--- src/pkg/bt1pc_map.svh ---
`ifndef BT1PC_MAP_SVH
`define BT1PC_MAP_SVH

// register indices; byte address is four times the index
`define BT1PC_IDX_ABILITY 14'h0012
`define BT1PC_IDX_CONTROL 14'h0834
`define BT1PC_IDX_PMA 14'h08f6
`define BT1PC_ADDR_W 16

// reset and constant values
`define BT1PC_ABILITY_VAL 16'h0004
`define BT1PC_CTRL_RST 16'h8002
`define BT1PC_PMA_RST 16'h0000
`define BT1PC_TYPE_LONG 4'h2

// field positions
`define BT1PC_CTRL_RSV15 15
`define BT1PC_CTRL_ROLE 14
`define BT1PC_PMA_SC15 15
`define BT1PC_PMA_TXDIS 14
`define BT1PC_PMA_AMP 12
`define BT1PC_PMA_RSV11 11
`define BT1PC_PMA_EEE 10
`define BT1PC_PMA_LB 0

// strap settling cycles after reset release
`define BT1PC_STRAP_SETTLE 2'h3

// bus responses
`define BT1PC_RESP_OKAY 2'h0
`define BT1PC_RESP_SLVERR 2'h2

`endif

--- src/pkg/bt1pc_pkg.sv ---
package bt1pc_pkg;

    // outcome of the autonegotiation logic and forced-mode selection
    typedef struct packed {
        logic an_enable;
        logic forced_cfg;
        logic an_master;
        logic [3:0] an_phy_type;
        logic an_amp_high;
    } bt1pc_an_t;

    // settings the pma actually runs with
    typedef struct packed {
        logic master;
        logic [3:0] phy_type;
        logic tx_enable;
        logic amp_high;
        logic eee_enable;
        logic loopback;
    } bt1pc_cfg_t;

endpackage

--- src/design/bt1pc_regs.sv ---
`timescale 1ns/1ns
`include "bt1pc_map.svh"
// Overview of operation
// - ability register is read only; writes change nothing and have no side effect
// - ability bit 2 reads 1, long-reach support, so the word is constant
// - ability bits 3, 1, 0 and reserved 15:4 always read 0
// - control resets to 0xc002 on the first port, 0x8002 on the second; bit 15 fixed 1, role 1 first port, 0 second
// - role_select 1 makes the phy master, 0 makes it slave
// - role_select applies only with autonegotiation off; otherwise negotiated role
// - phy_type_select codes 0010/0011/0000, resets to 0x2, software writes 0010 only; the register stores any 4-bit code written
// - phy_type_select applies only with autonegotiation off and forced config on
// - tx_output_disable 1 suppresses transmit output, 0 enables it
// - tx_amplitude_high picks 2.4 V or 1.0 V, reset from strap pin
// - amplitude bit applies only with autonegotiation off; otherwise negotiated level
// - pma_local_loopback returns transmit data on receive path
module bt1pc_regs #(
    parameter int DATA_W = 8,
    parameter bit SECOND_PORT = 1'b0
) (
    // clock and reset
    input wire logic aclk,
    input wire logic aresetn,
    // axi4-lite write address
    input wire logic [`BT1PC_ADDR_W-1:0] awaddr,
    input wire logic awvalid,
    output logic awready,
    // axi4-lite write data
    input wire logic [31:0] wdata,
    input wire logic [3:0] wstrb,
    input wire logic wvalid,
    output logic wready,
    // axi4-lite write response
    output logic [1:0] bresp,
    output logic bvalid,
    input wire logic bready,
    // axi4-lite read address
    input wire logic [`BT1PC_ADDR_W-1:0] araddr,
    input wire logic arvalid,
    output logic arready,
    // axi4-lite read data
    output logic [31:0] rdata,
    output logic [1:0] rresp,
    output logic rvalid,
    input wire logic rready,
    // autonegotiation outcome
    input wire bt1pc_pkg::bt1pc_an_t an_in,
    // amplitude strap pin
    input wire logic amp_strap_pin,
    // pma data path
    input wire logic [DATA_W-1:0] tx_data_in,
    input wire logic tx_valid_in,
    input wire logic [DATA_W-1:0] line_rx_data,
    input wire logic line_rx_valid,
    output logic [DATA_W-1:0] line_tx_data,
    output logic line_tx_valid,
    output logic [DATA_W-1:0] rx_data_out,
    output logic rx_valid_out,
    // effective pma settings
    output bt1pc_pkg::bt1pc_cfg_t cfg_out
);

    typedef struct packed {
        logic [2:0] strap_sync;
        logic [1:0] settle_cnt;
        logic strap_done;
        logic aw_ok;
        logic [13:0] aw_idx;
        logic w_ok;
        logic [15:0] w_data;
        logic [1:0] w_strb;
        logic bvalid;
        logic [1:0] bresp;
        logic rvalid;
        logic [15:0] rdata;
        logic [1:0] rresp;
        logic role;
        logic [3:0] phy_type;
        logic txdis;
        logic amp;
        logic sc15;
        logic rsv11;
        logic eee;
        logic lb;
        bt1pc_pkg::bt1pc_cfg_t cfg;
        logic [DATA_W-1:0] tx_data;
        logic tx_valid;
        logic [DATA_W-1:0] rx_data;
        logic rx_valid;
    } bt1pc_state_t;

    bt1pc_state_t s_ff;
    bt1pc_state_t nxt_s;
    bt1pc_state_t rst_s;

    logic [15:0] ctrl_word;
    logic [15:0] pma_word;
    logic [15:0] merged;
    logic [15:0] cur_word;
    logic wr_fire;
    logic ar_fire;
    logic [13:0] ar_idx;

    // read-only bits are constants in the assembled words
    assign ctrl_word = {1'b1, s_ff.role, 10'h000, s_ff.phy_type};
    assign pma_word = {s_ff.sc15, s_ff.txdis, 1'b0, s_ff.amp, s_ff.rsv11, s_ff.eee,
        9'h000, s_ff.lb};

    assign awready = !s_ff.aw_ok && !s_ff.bvalid && s_ff.strap_done;
    assign wready = !s_ff.w_ok && !s_ff.bvalid && s_ff.strap_done;
    assign arready = !s_ff.rvalid && s_ff.strap_done;
    assign wr_fire = s_ff.aw_ok && s_ff.w_ok && !s_ff.bvalid;
    assign ar_fire = arvalid && arready;
    assign ar_idx = araddr[`BT1PC_ADDR_W-1:2];

    assign bvalid = s_ff.bvalid;
    assign bresp = s_ff.bresp;
    assign rvalid = s_ff.rvalid;
    assign rresp = s_ff.rresp;
    assign rdata = {16'h0000, s_ff.rdata};
    assign line_tx_data = s_ff.tx_data;
    assign line_tx_valid = s_ff.tx_valid;
    assign rx_data_out = s_ff.rx_data;
    assign rx_valid_out = s_ff.rx_valid;
    assign cfg_out = s_ff.cfg;

    always_comb begin
        rst_s = '0;
        rst_s.role = ~SECOND_PORT;
        rst_s.phy_type = `BT1PC_TYPE_LONG;
        rst_s.bresp = `BT1PC_RESP_OKAY;
        rst_s.rresp = `BT1PC_RESP_OKAY;
    end

    // word currently held by the addressed writable register
    always_comb begin
        case (s_ff.aw_idx)
            `BT1PC_IDX_CONTROL: cur_word = ctrl_word;
            `BT1PC_IDX_PMA: cur_word = pma_word;
            default: cur_word = 16'h0000;
        endcase
        merged[7:0] = s_ff.w_strb[0] ? s_ff.w_data[7:0] : cur_word[7:0];
        merged[15:8] = s_ff.w_strb[1] ? s_ff.w_data[15:8] : cur_word[15:8];
    end

    always_comb begin
        nxt_s = s_ff;
        // self-clearing reserved bit lasts one cycle
        nxt_s.sc15 = 1'b0;

        // strap pin through three flops; taken after the settle count once stages two and three agree
        nxt_s.strap_sync = {s_ff.strap_sync[1:0], amp_strap_pin};
        if (!s_ff.strap_done) begin
            if (s_ff.settle_cnt != `BT1PC_STRAP_SETTLE) begin
                nxt_s.settle_cnt = s_ff.settle_cnt + 2'h1;
            end else if (s_ff.strap_sync[1] == s_ff.strap_sync[2]) begin
                nxt_s.amp = s_ff.strap_sync[2];
                nxt_s.strap_done = 1'b1;
            end
        end

        // write address and data, in either order
        if (awvalid && awready) begin
            nxt_s.aw_ok = 1'b1;
            nxt_s.aw_idx = awaddr[`BT1PC_ADDR_W-1:2];
        end
        if (wvalid && wready) begin
            nxt_s.w_ok = 1'b1;
            nxt_s.w_data = wdata[15:0];
            nxt_s.w_strb = wstrb[1:0];
        end

        if (wr_fire) begin
            nxt_s.aw_ok = 1'b0;
            nxt_s.w_ok = 1'b0;
            nxt_s.bvalid = 1'b1;
            nxt_s.bresp = `BT1PC_RESP_OKAY;
            case (s_ff.aw_idx)
                `BT1PC_IDX_ABILITY: begin
                    // accepted, nothing stored
                    nxt_s.bresp = `BT1PC_RESP_OKAY;
                end
                `BT1PC_IDX_CONTROL: begin
                    nxt_s.role = merged[`BT1PC_CTRL_ROLE];
                    nxt_s.phy_type = merged[3:0];
                end
                `BT1PC_IDX_PMA: begin
                    nxt_s.sc15 = merged[`BT1PC_PMA_SC15];
                    nxt_s.txdis = merged[`BT1PC_PMA_TXDIS];
                    nxt_s.amp = merged[`BT1PC_PMA_AMP];
                    nxt_s.rsv11 = merged[`BT1PC_PMA_RSV11];
                    nxt_s.eee = merged[`BT1PC_PMA_EEE];
                    nxt_s.lb = merged[`BT1PC_PMA_LB];
                end
                default: begin
                    nxt_s.bresp = `BT1PC_RESP_SLVERR;
                end
            endcase
        end else if (s_ff.bvalid && bready) begin
            nxt_s.bvalid = 1'b0;
        end

        if (ar_fire) begin
            nxt_s.rvalid = 1'b1;
            nxt_s.rresp = `BT1PC_RESP_OKAY;
            case (ar_idx)
                `BT1PC_IDX_ABILITY: nxt_s.rdata = `BT1PC_ABILITY_VAL;
                `BT1PC_IDX_CONTROL: nxt_s.rdata = ctrl_word;
                `BT1PC_IDX_PMA: nxt_s.rdata = pma_word;
                default: begin
                    nxt_s.rdata = 16'h0000;
                    nxt_s.rresp = `BT1PC_RESP_SLVERR;
                end
            endcase
        end else if (s_ff.rvalid && rready) begin
            nxt_s.rvalid = 1'b0;
        end

        // effective settings
        nxt_s.cfg.master = an_in.an_enable ? an_in.an_master : s_ff.role;
        if (!an_in.an_enable && an_in.forced_cfg) begin
            nxt_s.cfg.phy_type = s_ff.phy_type;
        end else begin
            nxt_s.cfg.phy_type = an_in.an_phy_type;
        end
        nxt_s.cfg.amp_high = an_in.an_enable ? an_in.an_amp_high : s_ff.amp;
        nxt_s.cfg.tx_enable = !s_ff.txdis;
        nxt_s.cfg.eee_enable = s_ff.eee;
        nxt_s.cfg.loopback = s_ff.lb;

        // transmit gate and loopback path
        nxt_s.tx_valid = tx_valid_in && !s_ff.txdis;
        nxt_s.tx_data = s_ff.txdis ? '0 : tx_data_in;
        if (s_ff.lb) begin
            nxt_s.rx_data = tx_data_in;
            nxt_s.rx_valid = tx_valid_in;
        end else begin
            nxt_s.rx_data = line_rx_data;
            nxt_s.rx_valid = line_rx_valid;
        end
    end

    always_ff @(posedge aclk) begin
        if (!aresetn) begin
            s_ff <= rst_s;
        end else begin
            s_ff <= nxt_s;
        end
    end
endmodule

--- config.mk ---
export PLATFORM = sky130hd
export DESIGN_NAME = bt1pc_regs
export DESIGN_NICKNAME = d
export VERILOG_FILES = /design/src/pkg/bt1pc_pkg.sv /design/src/design/bt1pc_regs.sv
export VERILOG_INCLUDE_DIRS = /design/src /design/src/pkg
export SDC_FILE = /design/constraint.sdc
export NUM_CORES = 1
export LEC_CHECK = 0
export BUFFER_PORTS_ARGS = -buffer_cell sky130_fd_sc_hd__buf_2
export CAP_MARGIN = 30
export CORE_ASPECT_RATIO = 1.5
export CORE_MARGIN = 2
export CORE_UTILIZATION = 48
export CTS_BUF_LIST = sky130_fd_sc_hd__clkbuf_4
export CTS_CLUSTER_DIAMETER = 120
export DETAILED_ROUTE_END_ITERATION = 8
export MAX_ROUTING_LAYER = met4
export PLACE_DENSITY_LB_ADDON = 0.12
export SLEW_MARGIN = 30
export SYNTH_ARGS = -nofsm -noshare
export SYNTH_HDL_FRONTEND = slang
export SYNTH_SLANG_ARGS = --single-unit
--- constraint.sdc ---
create_clock -name aclk -period 2.4 [get_ports aclk]
set_clock_uncertainty 0.1 [all_clocks]
set_input_delay 0.36 -clock aclk [delete_from_list [all_inputs] [get_ports aclk]]
set_output_delay 0.36 -clock aclk [all_outputs]
set_load 0.005 [all_outputs]
==> impl.org, run 1 <==
** Pwr
- The internal power of the cells totals 1.93 mW.
- Combinational cells account for 12.3% of the total power.
- For this design the total switching power over the nets is 698 uW.
- Switching Fraction :: 26.6%
- Post-layout total power :: 2.63 mW
- The analysis attributes to cell leakage a power of 1.78 nW.
- For this design the ratio of total power to cell area is 638 mW/mm^2.
- IR analysis of the VDD net gives a maximum drop of 0.000345 V.
- Share of power burned in registers :: 57.5%
- Proportion of power drawn by the clock network :: 30.2%

** Placement
- Final Wtd Congestion :: 0.846
- Summed over all nets, the half-perimeter wirelength after detailed placement is 5930 um.
- At the placement stage, the worst setup path has a slack of 0.274 ns.
- During placement, the flow inserted port buffers numbering 115.

** Die
- Count of standard-cell rows :: 39
- Placeable core area :: 0.00751 sq mm
- In this run the vertical extent of the chip is 111 um.
- The die is 75.4 um wide.
- I/O Pins :: 170
- Die outline area :: 0.00837 sq mm
- Initial standard-cell utilization of the core :: 48.8%

** Synth
- Cell taking the most area after synthesis :: dfxtp_1
- Average size of a mapped cell :: 8.53 sq um
- After technology mapping, the gate count stands at 430.
- The cell area that synthesis handed to floorplanning was 0.00367 sq mm.
- Yosys mapped the design onto 45 distinct sky130hd cell types.
- The synthesized design contains 0 enable-type register cells.
- The synthesized design contains 84 register bits.
- Most used flip-flop cell after synthesis :: dfxtp_1
- Yosys printed 0 warnings.
- Sorting the synthesized cells by area gives the leading types as dfxtp_1 46%, buf_4 12%, nand2_1 6.8%, a21oi_1 6.3%, mux2i_1 4.4%.
- Ys async rst share :: 0%
- Part of the Yosys area used for sequential elements :: 45.9%
- Top cell type's share of synthesized area :: 45.9%

** STA
- Transition time of the tightest slew-check pin :: 0.657 ns
- Setup violation total in the final timing report :: 0
- Setup slack closes at 0.262 ns.
- Max Clock Freq :: 468 MHz
- The worst pin sits at a relative slew slack of 56.2%.
- After routing, the total negative slack on setup checks comes to 0 ns.
- Setup repair after global routing left no endpoint under its margin.
- Time the final worst path needs with I/O delays and setup :: 2.14 ns
- Period utilisation layout :: 89.1%
- The count of endpoints failing hold in the final timing report is 0.
- Count of pins over their slew limit :: 0

** CTS
- Worst-case clock buffer depth :: 2
- The number of clock buffers added by TritonCTS is 9.
- TritonCTS built the clock tree.
- Clock sink total :: 84
- The cell sitting at the root of the clock tree is a clkbuf_4.
- Clock-pin slew was measured on the worst setup and hold paths at 0.13 ns.
- Clock network latency to the later pin of the worst-skew pair :: 0.44 ns
- The clock tree synthesis step divided the H-tree into 3 levels.

** Routing
- For this run, the detailed router's first-pass iteration total came to 4.
- After detailed routing, the total wire length is 8050 um.
- Detail-routed net length per standard cell :: 13.1 um
- Vias per std cell :: 4.95
- Number of design rule violations left after detail routing :: 0
- The first routing iteration left 147 violations.
- Once detail routing completed, the nets flagged for antenna violations numbered 0.
- Overall via count from detail_route :: 3027

** GRT
- Largest net degree at the start of global routing :: 64
- In the global route stage, met1 resource usage came out at 23.3%.
- Remaining global-route overflow :: 0
- First-pass GRT wire length :: 12800 um
- Global routing used 33.8% of the available met2 tracks.
- Across every metal layer, demand over resource in global routing totals 20.5%.
- Met3 Resource Use GR :: 4.55%
- Highest-utilization routing layer at the global route stage :: met2
- Number of global-route vias before repair :: 2805
- The number of antenna violations at the first check in global routing was 0.

** Cells and area
- Commonest cells after routing, fill and taps aside :: 115 x buf_2, 84 x dfxtp_1, 66 x nand2_1, 46 x a21oi_1
- The library cell used most frequently in the layout, excluding fill and tap cells, is buf_2.
- The net count of the finished layout is 608.
- Relative to the synthesized area, the layout overhead comes to 12.4%.
- Counting the fill cells in the layout gives 793.
- Number of antenna diodes :: 0
- Proportion of layout cells with a drive suffix above 1 :: 28.0%

** Critical path
- WP data required :: 2.69 ns
- Traced cell by cell, the critical path runs through or4_4 > or3_1 > or4_1 > a21oi_1.
- Gate family responsible for the most delay along the worst path :: simple AND/OR/NAND/NOR gates
- The slowest stage of the critical path is the or4_4 cell.
- Crit-path max FO :: 6
- Worst Setup Path Type :: flop to flop
- Worst setup EP type :: flop
- Element type at the critical path start :: flop
- The largest single stage delay on the critical path is 0.56 ns.
- Worst path bufs/invs :: 0
- For the worst setup path, the data arrival time is 2.42 ns.

** Job
- Max-cap violation count :: 0

** Outcome
- Status :: completed

** Min path
- The tightest min-delay check is of the primary input to flop type.
## cell type report
class                   count  area [sq um]  share of cell area (%)
clock buffers               9          67.6                    1.64
clock inverters             7          67.6                    1.64
inverters                   5          18.8                   0.456
multi-input cells         284          1520                    36.9
flip-flops and latches     84          1680                    40.8
well taps                 102           128                    3.10
repair buffers            121           636                    15.4
## cells by family after synthesis
group | after synthesis | synth area share, %
XOR/XNOR | 2 | 0.478
flip-flops | 84 | 45.9
other | 1 | 0.102
adder cells (fa/ha/maj) | 1 | 0.341
buffers and inverters | 86 | 15.1
multiplexers | 17 | 4.68
AO/OA/AOI/OAI | 72 | 11.1
AND/OR/NAND/NOR | 167 | 22.4
## synth_stat cells (2+ instances only)
cell type and n:
nand2_1 66, nor4_1 5, nand4_1 7, dfxtp_1 84, nand2b_1 3, xnor2_1 2, and2_1 10, nor2b_1 3
a21oi_1 46, nand3_1 15, o41ai_1 2, or3_1 2, inv_1 4, nand3b_1 2, nor2_1 25, or4_1 2
nor3_1 6, and3_1 11, o21ai_0 10, buf_4 61, buf_1 2, a22o_1 2, nor3b_1 2, nor4b_1 2
mux2i_1 16, clkbuf_1 17, o31ai_1 5
## sequential cells by signal, summed over array words and instances (netlist names)
register / count
rx_data_out: 8
bvalid: 1
rx_valid_out: 1
rdata: 9
cfg_out: 9
line_tx_data: 8
ctrl_word: 5
s_ff: 31
nxt_s: 4
rresp: 1
line_tx_valid: 1
rvalid: 1
pma_word: 4
bresp: 1
## worst paths after layout
check | startpoint | to | slack, ns | cells after the start
max | s_ff[89] | nxt_s[18] | 0.26 | 4
min | awaddr[15] | s_ff[92] | 0.03 | 3
max reg2reg | s_ff[89] | nxt_s[18] | 0.26 | 4
min reg2reg | nxt_s[98] | nxt_s[99] | 0.35 | 1
## routing by layer
metal  vias up  routed length [um]
met3        11                 467
met1      1391                3340
met2        97                4090
met5         -                   0
met4         0                 154
li1       1528                   -
## worst register-to-register path, stage by stage, from the launching register on
cell and delay (ns):
dfxtp_1 0.33, or4_4 0.56, or3_1 0.46, or4_1 0.49
a21oi_1 0.14
## metrics by stage
step / cells / hold WS (ns) / util [%] / instance area [sq um]
global placement: 595 / 0.326 / 52.9 / 3980
finish: 612 / 0.0330 / 54.8 / 4120
detailed placement: 595 / 0.325 / 52.9 / 3980
CTS: 612 / 0.0180 / 54.8 / 4120
global route: 612 / 0.0124 / 54.8 / 4120
floorplan: 454 / 0.312 / - / 3760
## power groups by stage
stage	clock network [mW]	logic, mW	registers [mW]
floorplan	0	0.260	1.53
global placement	0	0.315	1.54
detailed placement	0	0.326	1.54
CTS	0.821	0.328	1.51
global route	0.889	0.377	1.52
finish	0.793	0.324	1.51
## repair_timing
| action | in CTS | in global routing |
|---|---|---|
| endpoints found under the hold margin | 1 | 0 |
| gates resized for setup | 0 | 0 |
| endpoints found under the setup margin | 0 | 0 |
| hold buffers | 1 | 0 |
| buffers inserted | 0 | 0 |
Note: power is estimated with default switching activity, not from simulation.
==> inputs of run 2 (changes only) <==
--- a/config.mk
+++ b/config.mk
@@ -8,13 +8,14 @@
 export LEC_CHECK = 0
 export BUFFER_PORTS_ARGS = -buffer_cell sky130_fd_sc_hd__buf_2
 export CAP_MARGIN = 30
+export CELL_PAD_IN_SITES_DETAIL_PLACEMENT = 1
+export CELL_PAD_IN_SITES_GLOBAL_PLACEMENT = 2
 export CORE_ASPECT_RATIO = 1.5
 export CORE_MARGIN = 2
-export CORE_UTILIZATION = 48
+export CORE_UTILIZATION = 26
 export CTS_BUF_LIST = sky130_fd_sc_hd__clkbuf_4
 export CTS_CLUSTER_DIAMETER = 120
 export DETAILED_ROUTE_END_ITERATION = 8
-export MAX_ROUTING_LAYER = met4
 export PLACE_DENSITY_LB_ADDON = 0.12
 export SLEW_MARGIN = 30
 export SYNTH_ARGS = -nofsm -noshare
==> impl.org, run 2 (synthesized netlist as in run 1, its figures left out) <==
** Cells and area
- Commonest non-fill, non-tap cell in the layout :: buf_2
- Share of the core filled with cells :: 30.5% (-24 points)
- More flip-flops sit in one register than any other, and that register is s_ff.
- Proportion of layout cells with a drive suffix above 1 :: 28.3% (+0.28 points)
- The flip-flop count of the largest register after layout is 31 (unchanged).
- Layout Cell Area excl Fill :: 0.00425 sq mm (+3.1%)
- Nets :: 611 (+0.49%)
- The area growth from synthesis to layout is 15.9%.
- Commonest cells after routing, fill and taps aside :: 115 x buf_2, 84 x dfxtp_1, 66 x nand2_1, 46 x a21oi_1
- Filler cells :: 1745 (+120%)

** Pwr
- Worst VDD drop :: 0.000232 V (-33%)
- The sum of internal, switching and leakage power came to 2.79 mW (+6.2%).
- Total power divided by cell area :: 657 mW/mm^2 (+3.0%)
- The total leakage power came to 1.80 nW (+1.3%).

** Routing
- Number of design rule violations left after detail routing :: 0 (unchanged)
- The number of nets still failing antenna checks after routing is 0 (unchanged).
- Final Routed Wirelength :: 10200 um (+27%)
- Vias per std cell :: 4.54 (-8.1%)
- The count of TritonRoute iterations in the first routing pass was 4 (unchanged).
- Drt initial violations :: 67 (-54%)
- Overall via count from detail_route :: 3081 (+1.8%)
- The average routed wire per standard cell is 15.0 um (+14%).

** STA
- The final total negative setup slack was 0 ns (unchanged).
- The fraction of the cycle the final worst path needs came to 90.0% (+0.96 points).
- Headroom to the max-slew limit :: 49.8% (-6.3 points)
- The maximum clock rate was 463 MHz (-1.1%).
- Setup repair after global routing left no endpoint under its margin.
- Transition time of the tightest slew-check pin :: 0.751 ns (+0.0946 ns)
- Setup violation total in the final timing report :: 0 (unchanged)
- Count of pins over their slew limit :: 0 (unchanged)
- Post-route worst hold slack :: 0.0335 ns (+0.000495 ns)
- The post-route minimum period came to 2.16 ns (+0.0230 ns).
- Count of endpoints failing hold in the final timing report :: 0 (unchanged)

** Critical path
- Worst setup slack for register-to-register paths :: 0.24 ns (-0.02 ns)
- In this run the worst setup path begins at s_ff[79].
- Worst path bufs/invs :: 0 (unchanged)
- Worst Setup Path Type :: flop to flop
- The worst endpoint required time is 2.63 ns (-0.06 ns).
- Number of cells on the critical path :: 4 (unchanged)
- Element type at the critical path start :: flop
- The slowest stage of the critical path is the or4_2 cell.
- The worst setup path is captured at a flop.
- The worst register-to-register path ends at ctrl_word[1].
- The delay of the slowest critical-path stage is 0.75 ns (+0.19 ns).
- Sequence of cells on the critical path :: or3b_2 > or4_2 > nor3_1 > o21ai_0
- Gate family responsible for the most delay along the worst path :: simple AND/OR/NAND/NOR gates
- Worst r2r path cells :: 4 (unchanged)
- In this run the critical register-to-register path is launched from s_ff[79].
- Crit-path max FO :: 5 (-1)
- Termination of the worst setup path :: ctrl_word[1]
- CP Data Arrival Time :: 2.39 ns (-0.03 ns)

** CTS
- The post-CTS clock slew at the launch and capture registers of the worst setup and hold paths was 0.15 ns (+0.02 ns).
- The number of clock buffers inserted by TritonCTS is 9 (unchanged).
- TritonCTS built the clock tree.
- The post-CTS setup repair buffer count was 0 (unchanged).
- Clock sink total :: 84 (unchanged)
- Clock network latency to the later pin of the worst-skew pair :: 0.44 ns (about the same)
- H-tree Lvls :: 3 (unchanged)
- Clock root buffer :: clkbuf_4
- The worst-case clock buffer depth was 2 (unchanged).

** Die
- The die boundary width came to 101 um (+34%).
- Placeable core area :: 0.0139 sq mm (+85%)
- Die outline area :: 0.0151 sq mm (+80%)
- The total I/O pin count is 170 (unchanged).
- The vertical die dimension is 149 um (+35%).
- Count of standard-cell rows :: 53 (+36%)
- Initial standard-cell utilization of the core :: 26.3% (-22 points)

** GRT
- The wire length of the first global-routing pass is 16200 um (+26%).
- The sum of overflow across all layers after global routing was 0 (unchanged).
- The total global-route track usage is 14.0% (-6.5 points).
- Antenna violations before repair :: 1 (+1)
- The largest net degree at the start of global routing is 32 (-50%).
- The via count of the first global-routing pass is 3114 (+11%).

** Placement
- HPWL reported at the end of detailed placement :: 7700 um (+30%)
- The placer congestion estimate was 0.746 (-12%).
- The count of input and output buffers was 115 (unchanged).
- The standard cell area after detailed placement is 0.00407 sq mm (+2.4%).

** Min path
- Worst hold path type :: primary input to flop

** Job
- The number of max-capacitance violations reported came to 0 (unchanged).

** Outcome
- Status :: completed
run 2: cell count changes in the layout (fill, tap and decap cells not counted), sizes merged:
| cell | delta |
|---|---|
| dlygate4sd3 | +1 |
| buf | +2 |
| bufinv | +1 |
| inv | +1 |
| diode | +1 |
| clkinv | -3 |
run 2: through the flow:
step	cells	setup WS, ns
floorplan	454	0.313
global placement	660	0.281
detailed placement	660	0.252
CTS	676	0.222
global route	678	0.136
finish	678	0.239
run 2: worst min-delay path, stage by stage:
cell,delay (ns)
buf_2,0.07
mux2i_1,0.05
nor2_1,0.07
run 2: where the power goes:
part / internal (mW) / leakage, nW / switching, mW
Clock: 0.418 / 0.0784 / 0.518
Sequential: 1.47 / 0.685 / 0.0459
Combinational: 0.155 / 1.04 / 0.186
run 2: how the worst min path moves through the flow:
stage | slack, ns | from | cells past startpoint | end
2_1_floorplan | 0.31 | nxt_s[98] | 1 | nxt_s[99]
3_3_place_gp | 0.32 | nxt_s[98] | 1 | nxt_s[99]
3_5_place_dp | 0.32 | nxt_s[98] | 1 | nxt_s[99]
4_1_cts | 0.002 | awaddr[6] | 3 | s_ff[83]
5_1_grt | 0.001 | line_rx_valid | 3 | rx_valid_out
6_report | 0.03 | line_rx_data[1] | 3 | rx_data_out[1]
run 2: repair_timing:
| action | 4_1_cts | 5_1_grt |
|---|---|---|
| hold buffers | 1 | 1 |
| setup endpoints to repair | 0 | 0 |
| gates resized for setup | 0 | 0 |
| endpoints found under the hold margin | 1 | 1 |
run 2: final cells by class:
cell class	count	area, sq um	area share (%)
diodes	1	2.50	0.0589
clock buffers	9	67.6	1.59
clock inverters	6	88.8	2.09
inverters	5	18.8	0.442
multi-input cells	284	1520	35.8
flip-flops and latches	84	1680	39.6
well taps	165	206	4.86
repair buffers	124	661	15.6
run 2: layer usage:
layer | vias to the layer above | part of all wire [%] | GRT usage (%)
met2 | 97 | 51 | 24.4
met3 | 14 | 4.3 | 2.10
met5 | - | 0 | 0
met1 | 1439 | 43 | 16.9
li1 | 1531 | - | -
met4 | 0 | 1.9 | 6.08
==> inputs of run 3 (changes only) <==
--- a/config.mk
+++ b/config.mk
@@ -10,7 +10,7 @@
 export CAP_MARGIN = 30
 export CELL_PAD_IN_SITES_DETAIL_PLACEMENT = 1
 export CELL_PAD_IN_SITES_GLOBAL_PLACEMENT = 2
-export CORE_ASPECT_RATIO = 1.5
+export CORE_ASPECT_RATIO = 1.1
 export CORE_MARGIN = 2
 export CORE_UTILIZATION = 26
 export CTS_BUF_LIST = sky130_fd_sc_hd__clkbuf_4
==> impl.org, run 3 (synthesized netlist as in run 1, its figures left out) <==
** Critical path
- The worst endpoint required time was 2.68 ns (+0.05 ns).
- Critical Path Source :: s_ff[91]
- End of the worst register-to-register path :: nxt_s[18]
- In this run the critical register-to-register path is launched from s_ff[91].
- Crit-path max FO :: 6 (+1)
- The slowest stage of the critical path is the or4_4 cell.
- The setup slack of the worst register-to-register path came to 0.23 ns (about the same).
- Delay of the slowest cell on the worst path :: 0.55 ns (-0.20 ns)
- CP Data Arrival Time :: 2.45 ns (+0.06 ns)
- Element type at the critical path start :: flop
- Sequence of cells on the critical path :: or4_4 > or3_1 > or4_1 > a21oi_1
- The worst-case reg-to-reg path depth was 4 (unchanged).
- STA classifies the critical path endpoint as a flop.
- Worst Setup Path Type :: flop to flop

** Job
- The number of max-capacitance violations reported is 0 (unchanged).

** Min path
- The worst hold path terminates at rx_data_out[1].
- The worst hold path depth was 3 (unchanged).
- In this run the worst hold path is classified as primary input to flop.
- Start point of the worst min-delay path :: line_rx_data[1]

** Cells and area
- The area taken by flip-flops and latches was 0.00168 sq mm (unchanged).
- The area growth from synthesis to layout is 15.9% (unchanged).
- Layout Cell Area excl Fill :: 0.00425 sq mm (unchanged)
- The flip-flop count of the largest register after layout is 31 (unchanged).
- The share of layout cells above drive strength 1 came to 28.1% (-0.20 points).
- Nets :: 610 (-0.16%)
- The multi-input logic area is 0.00152 sq mm (unchanged).
- Commonest cells after routing, fill and taps aside :: 115 x buf_2, 84 x dfxtp_1, 66 x nand2_1, 46 x a21oi_1
- Commonest non-fill, non-tap cell in the layout :: buf_2
- More flip-flops sit in one register than any other, and that register is s_ff.
- The count of fill cells added during filler insertion came to 1684 (-3.5%).

** GRT
- The wire length of the first global-routing pass was 15600 um (-3.7%).
- The number of antenna violations at the first check in global routing is 1 (unchanged).
- Largest net degree at the start of global routing :: 31 (-3.1%)
- The sum of overflow across all layers after global routing is 0 (unchanged).
- The total global-route track usage was 13.5% (-0.52 points).
- Number of global-route vias before repair :: 3034 (-2.6%)

** CTS
- TritonCTS built the clock tree.
- The post-CTS setup repair buffer count was 0 (unchanged).
- The number of clock buffers inserted by TritonCTS came to 9 (unchanged).
- The worst-skew pair later-pin latency was 0.44 ns (about the same).
- Worst-case clock buffer depth :: 2 (unchanged)
- H-tree Lvls :: 3 (unchanged)
- Resized cells post-CTS :: 0 (unchanged)
- Hold buffers post-CTS :: 1 (unchanged)
- Clock root buffer :: clkbuf_4
- Clock sink total :: 84 (unchanged)
- Clock-pin slew on the worst setup and hold paths :: 0.15 ns (about the same)

** Pwr
- P_sw :: 741 uW (-1.2%)
- The sum of internal, switching and leakage power came to 2.69 mW (-3.6%).
- The part of the power in combinational logic came to 12.4% (+0.2 points).
- Share of power burned in registers :: 56.2% (+2.0 points)
- Switching Fraction :: 27.5% (+0.66 points)
- Leakage power :: 1.79 nW (-0.56%)
- The internal power was 1.95 mW (-4.4%).
- The power per cell area is 634 mW/mm^2 (-3.6%).
- Worst VDD drop :: 0.000205 V (-11%)
- The proportion of power drawn by the clock network is 31.4% (-2.1 points).

** Die
- The starting utilization of the core area is 26.6% (+0.25 points).
- The vertical die dimension was 129 um (-14%).
- The die boundary width was 117 um (+16%).
- I/O Pins :: 170 (unchanged)
- The row count is 45 (-15%).
- The core region area is 0.0138 sq mm (-0.94%).
- Die outline area :: 0.0151 sq mm (-0.13%)

** STA
- Headroom to the max-slew limit :: 51.7% (+1.8 points)
- The maximum clock rate came to 460 MHz (-0.56%).
- The number of setup violations in the final report came to 0 (unchanged).
- Count of endpoints failing hold in the final timing report :: 0 (unchanged)
- The fraction of the cycle the final worst path needs came to 90.6% (+0.50 points).
- The number of max-slew violations in the final report is 0 (unchanged).
- Transition time of the tightest slew-check pin :: 0.724 ns (-0.0273 ns)
- The final total negative setup slack came to 0 ns (unchanged).
- Time the final worst path needs with I/O delays and setup :: 2.17 ns (+0.0121 ns)
- RSZ-0062 raised after global routing :: false

** Placement
- Port bufs :: 115 (unchanged)
- The HPWL reported at the end of detailed placement came to 7530 um (-2.2%).
- The placer congestion estimate is 0.716 (-4.0%).
- Placed cell areas :: 0.00410 sq mm (+0.71%)

** Routing
- The violation count after the first detailed-route iteration is 83 (+24%).
- The mean number of vias per cell was 4.37 (-3.8%).
- The total DRC errors in the routed layout is 0 (unchanged).
- The final wirelength came to 10100 um (-1.4%).
- Detail-routed net length per standard cell :: 14.3 um (-4.6%)
- Overall via count from detail_route :: 3063 (-0.58%)
- First-pass DRT Iterations :: 4 (unchanged)
- Final antenna-violating net count :: 0 (unchanged)

** Outcome
- Status :: completed
run 3: cell count changes in the layout (fill, tap and decap cells not counted), sizes merged:
cell         delta
bufinv          -1
clkbuf          +1
clkinv          +1
clkinvlp        -1
dlygate4sd3     -1
inv             +1
run 3: metal layers:
layer	share of wire, %	track usage [%]	up-vias
li1	-	-	1538
met3	5.5	2.31	12
met4	1.8	6.02	0
met2	47	22.1	89
met1	46	17.3	1424
met5	0	0	-
run 3: worst max-delay path by stage:
stage	endpoint	slack [ns]	cells past startpoint
global route	ctrl_word[1]	0.14	4
CTS	nxt_s[18]	0.23	4
floorplan	rdata[15]	0.31	4
finish	nxt_s[18]	0.23	4
detailed placement	ctrl_word[14]	0.26	4
global placement	nxt_s[18]	0.28	4
run 3: stage by stage:
stage,setup slack [ns],util (%),hold WS (ns),std cells
global placement,0.282,29.7,0.330,683
CTS,0.227,30.8,0.00360,700
global route,0.144,30.8,0.0157,701
finish,0.227,30.8,0.0271,701
floorplan,0.313,-,0.312,454
detailed placement,0.256,29.7,0.336,683
run 3: area by class of cell:
cell class | count | share of cell area (%)
Clock inverter | 6 | 1.47
Multi-Input combinational cell | 284 | 35.8
Antenna cell | 1 | 0.0589
Inverter | 5 | 0.442
Clock buffer | 10 | 1.77
Sequential cell | 84 | 39.6
Timing Repair Buffer | 123 | 15.3
Tap cell | 188 | 5.54
run 3: worst max-delay path, delay by kind of cell, from the launching register on:
| family | cells | cell delay (ns) |
|---|---|---|
| AO/OA/AOI/OAI | 1 | 0.15 |
| AND/OR/NAND/NOR | 3 | 1.52 |
| flip-flops | 1 | 0.34 |
run 3: power by group through the flow:
stage,Sequential (mW),Combinational (mW),Clock [mW]
after floorplan,1.53,0.260,0
after CTS,1.52,0.344,0.886
after detailed placement,1.55,0.341,0
after global placement,1.55,0.329,0
final,1.51,0.334,0.844
after global routing,1.53,0.388,0.939
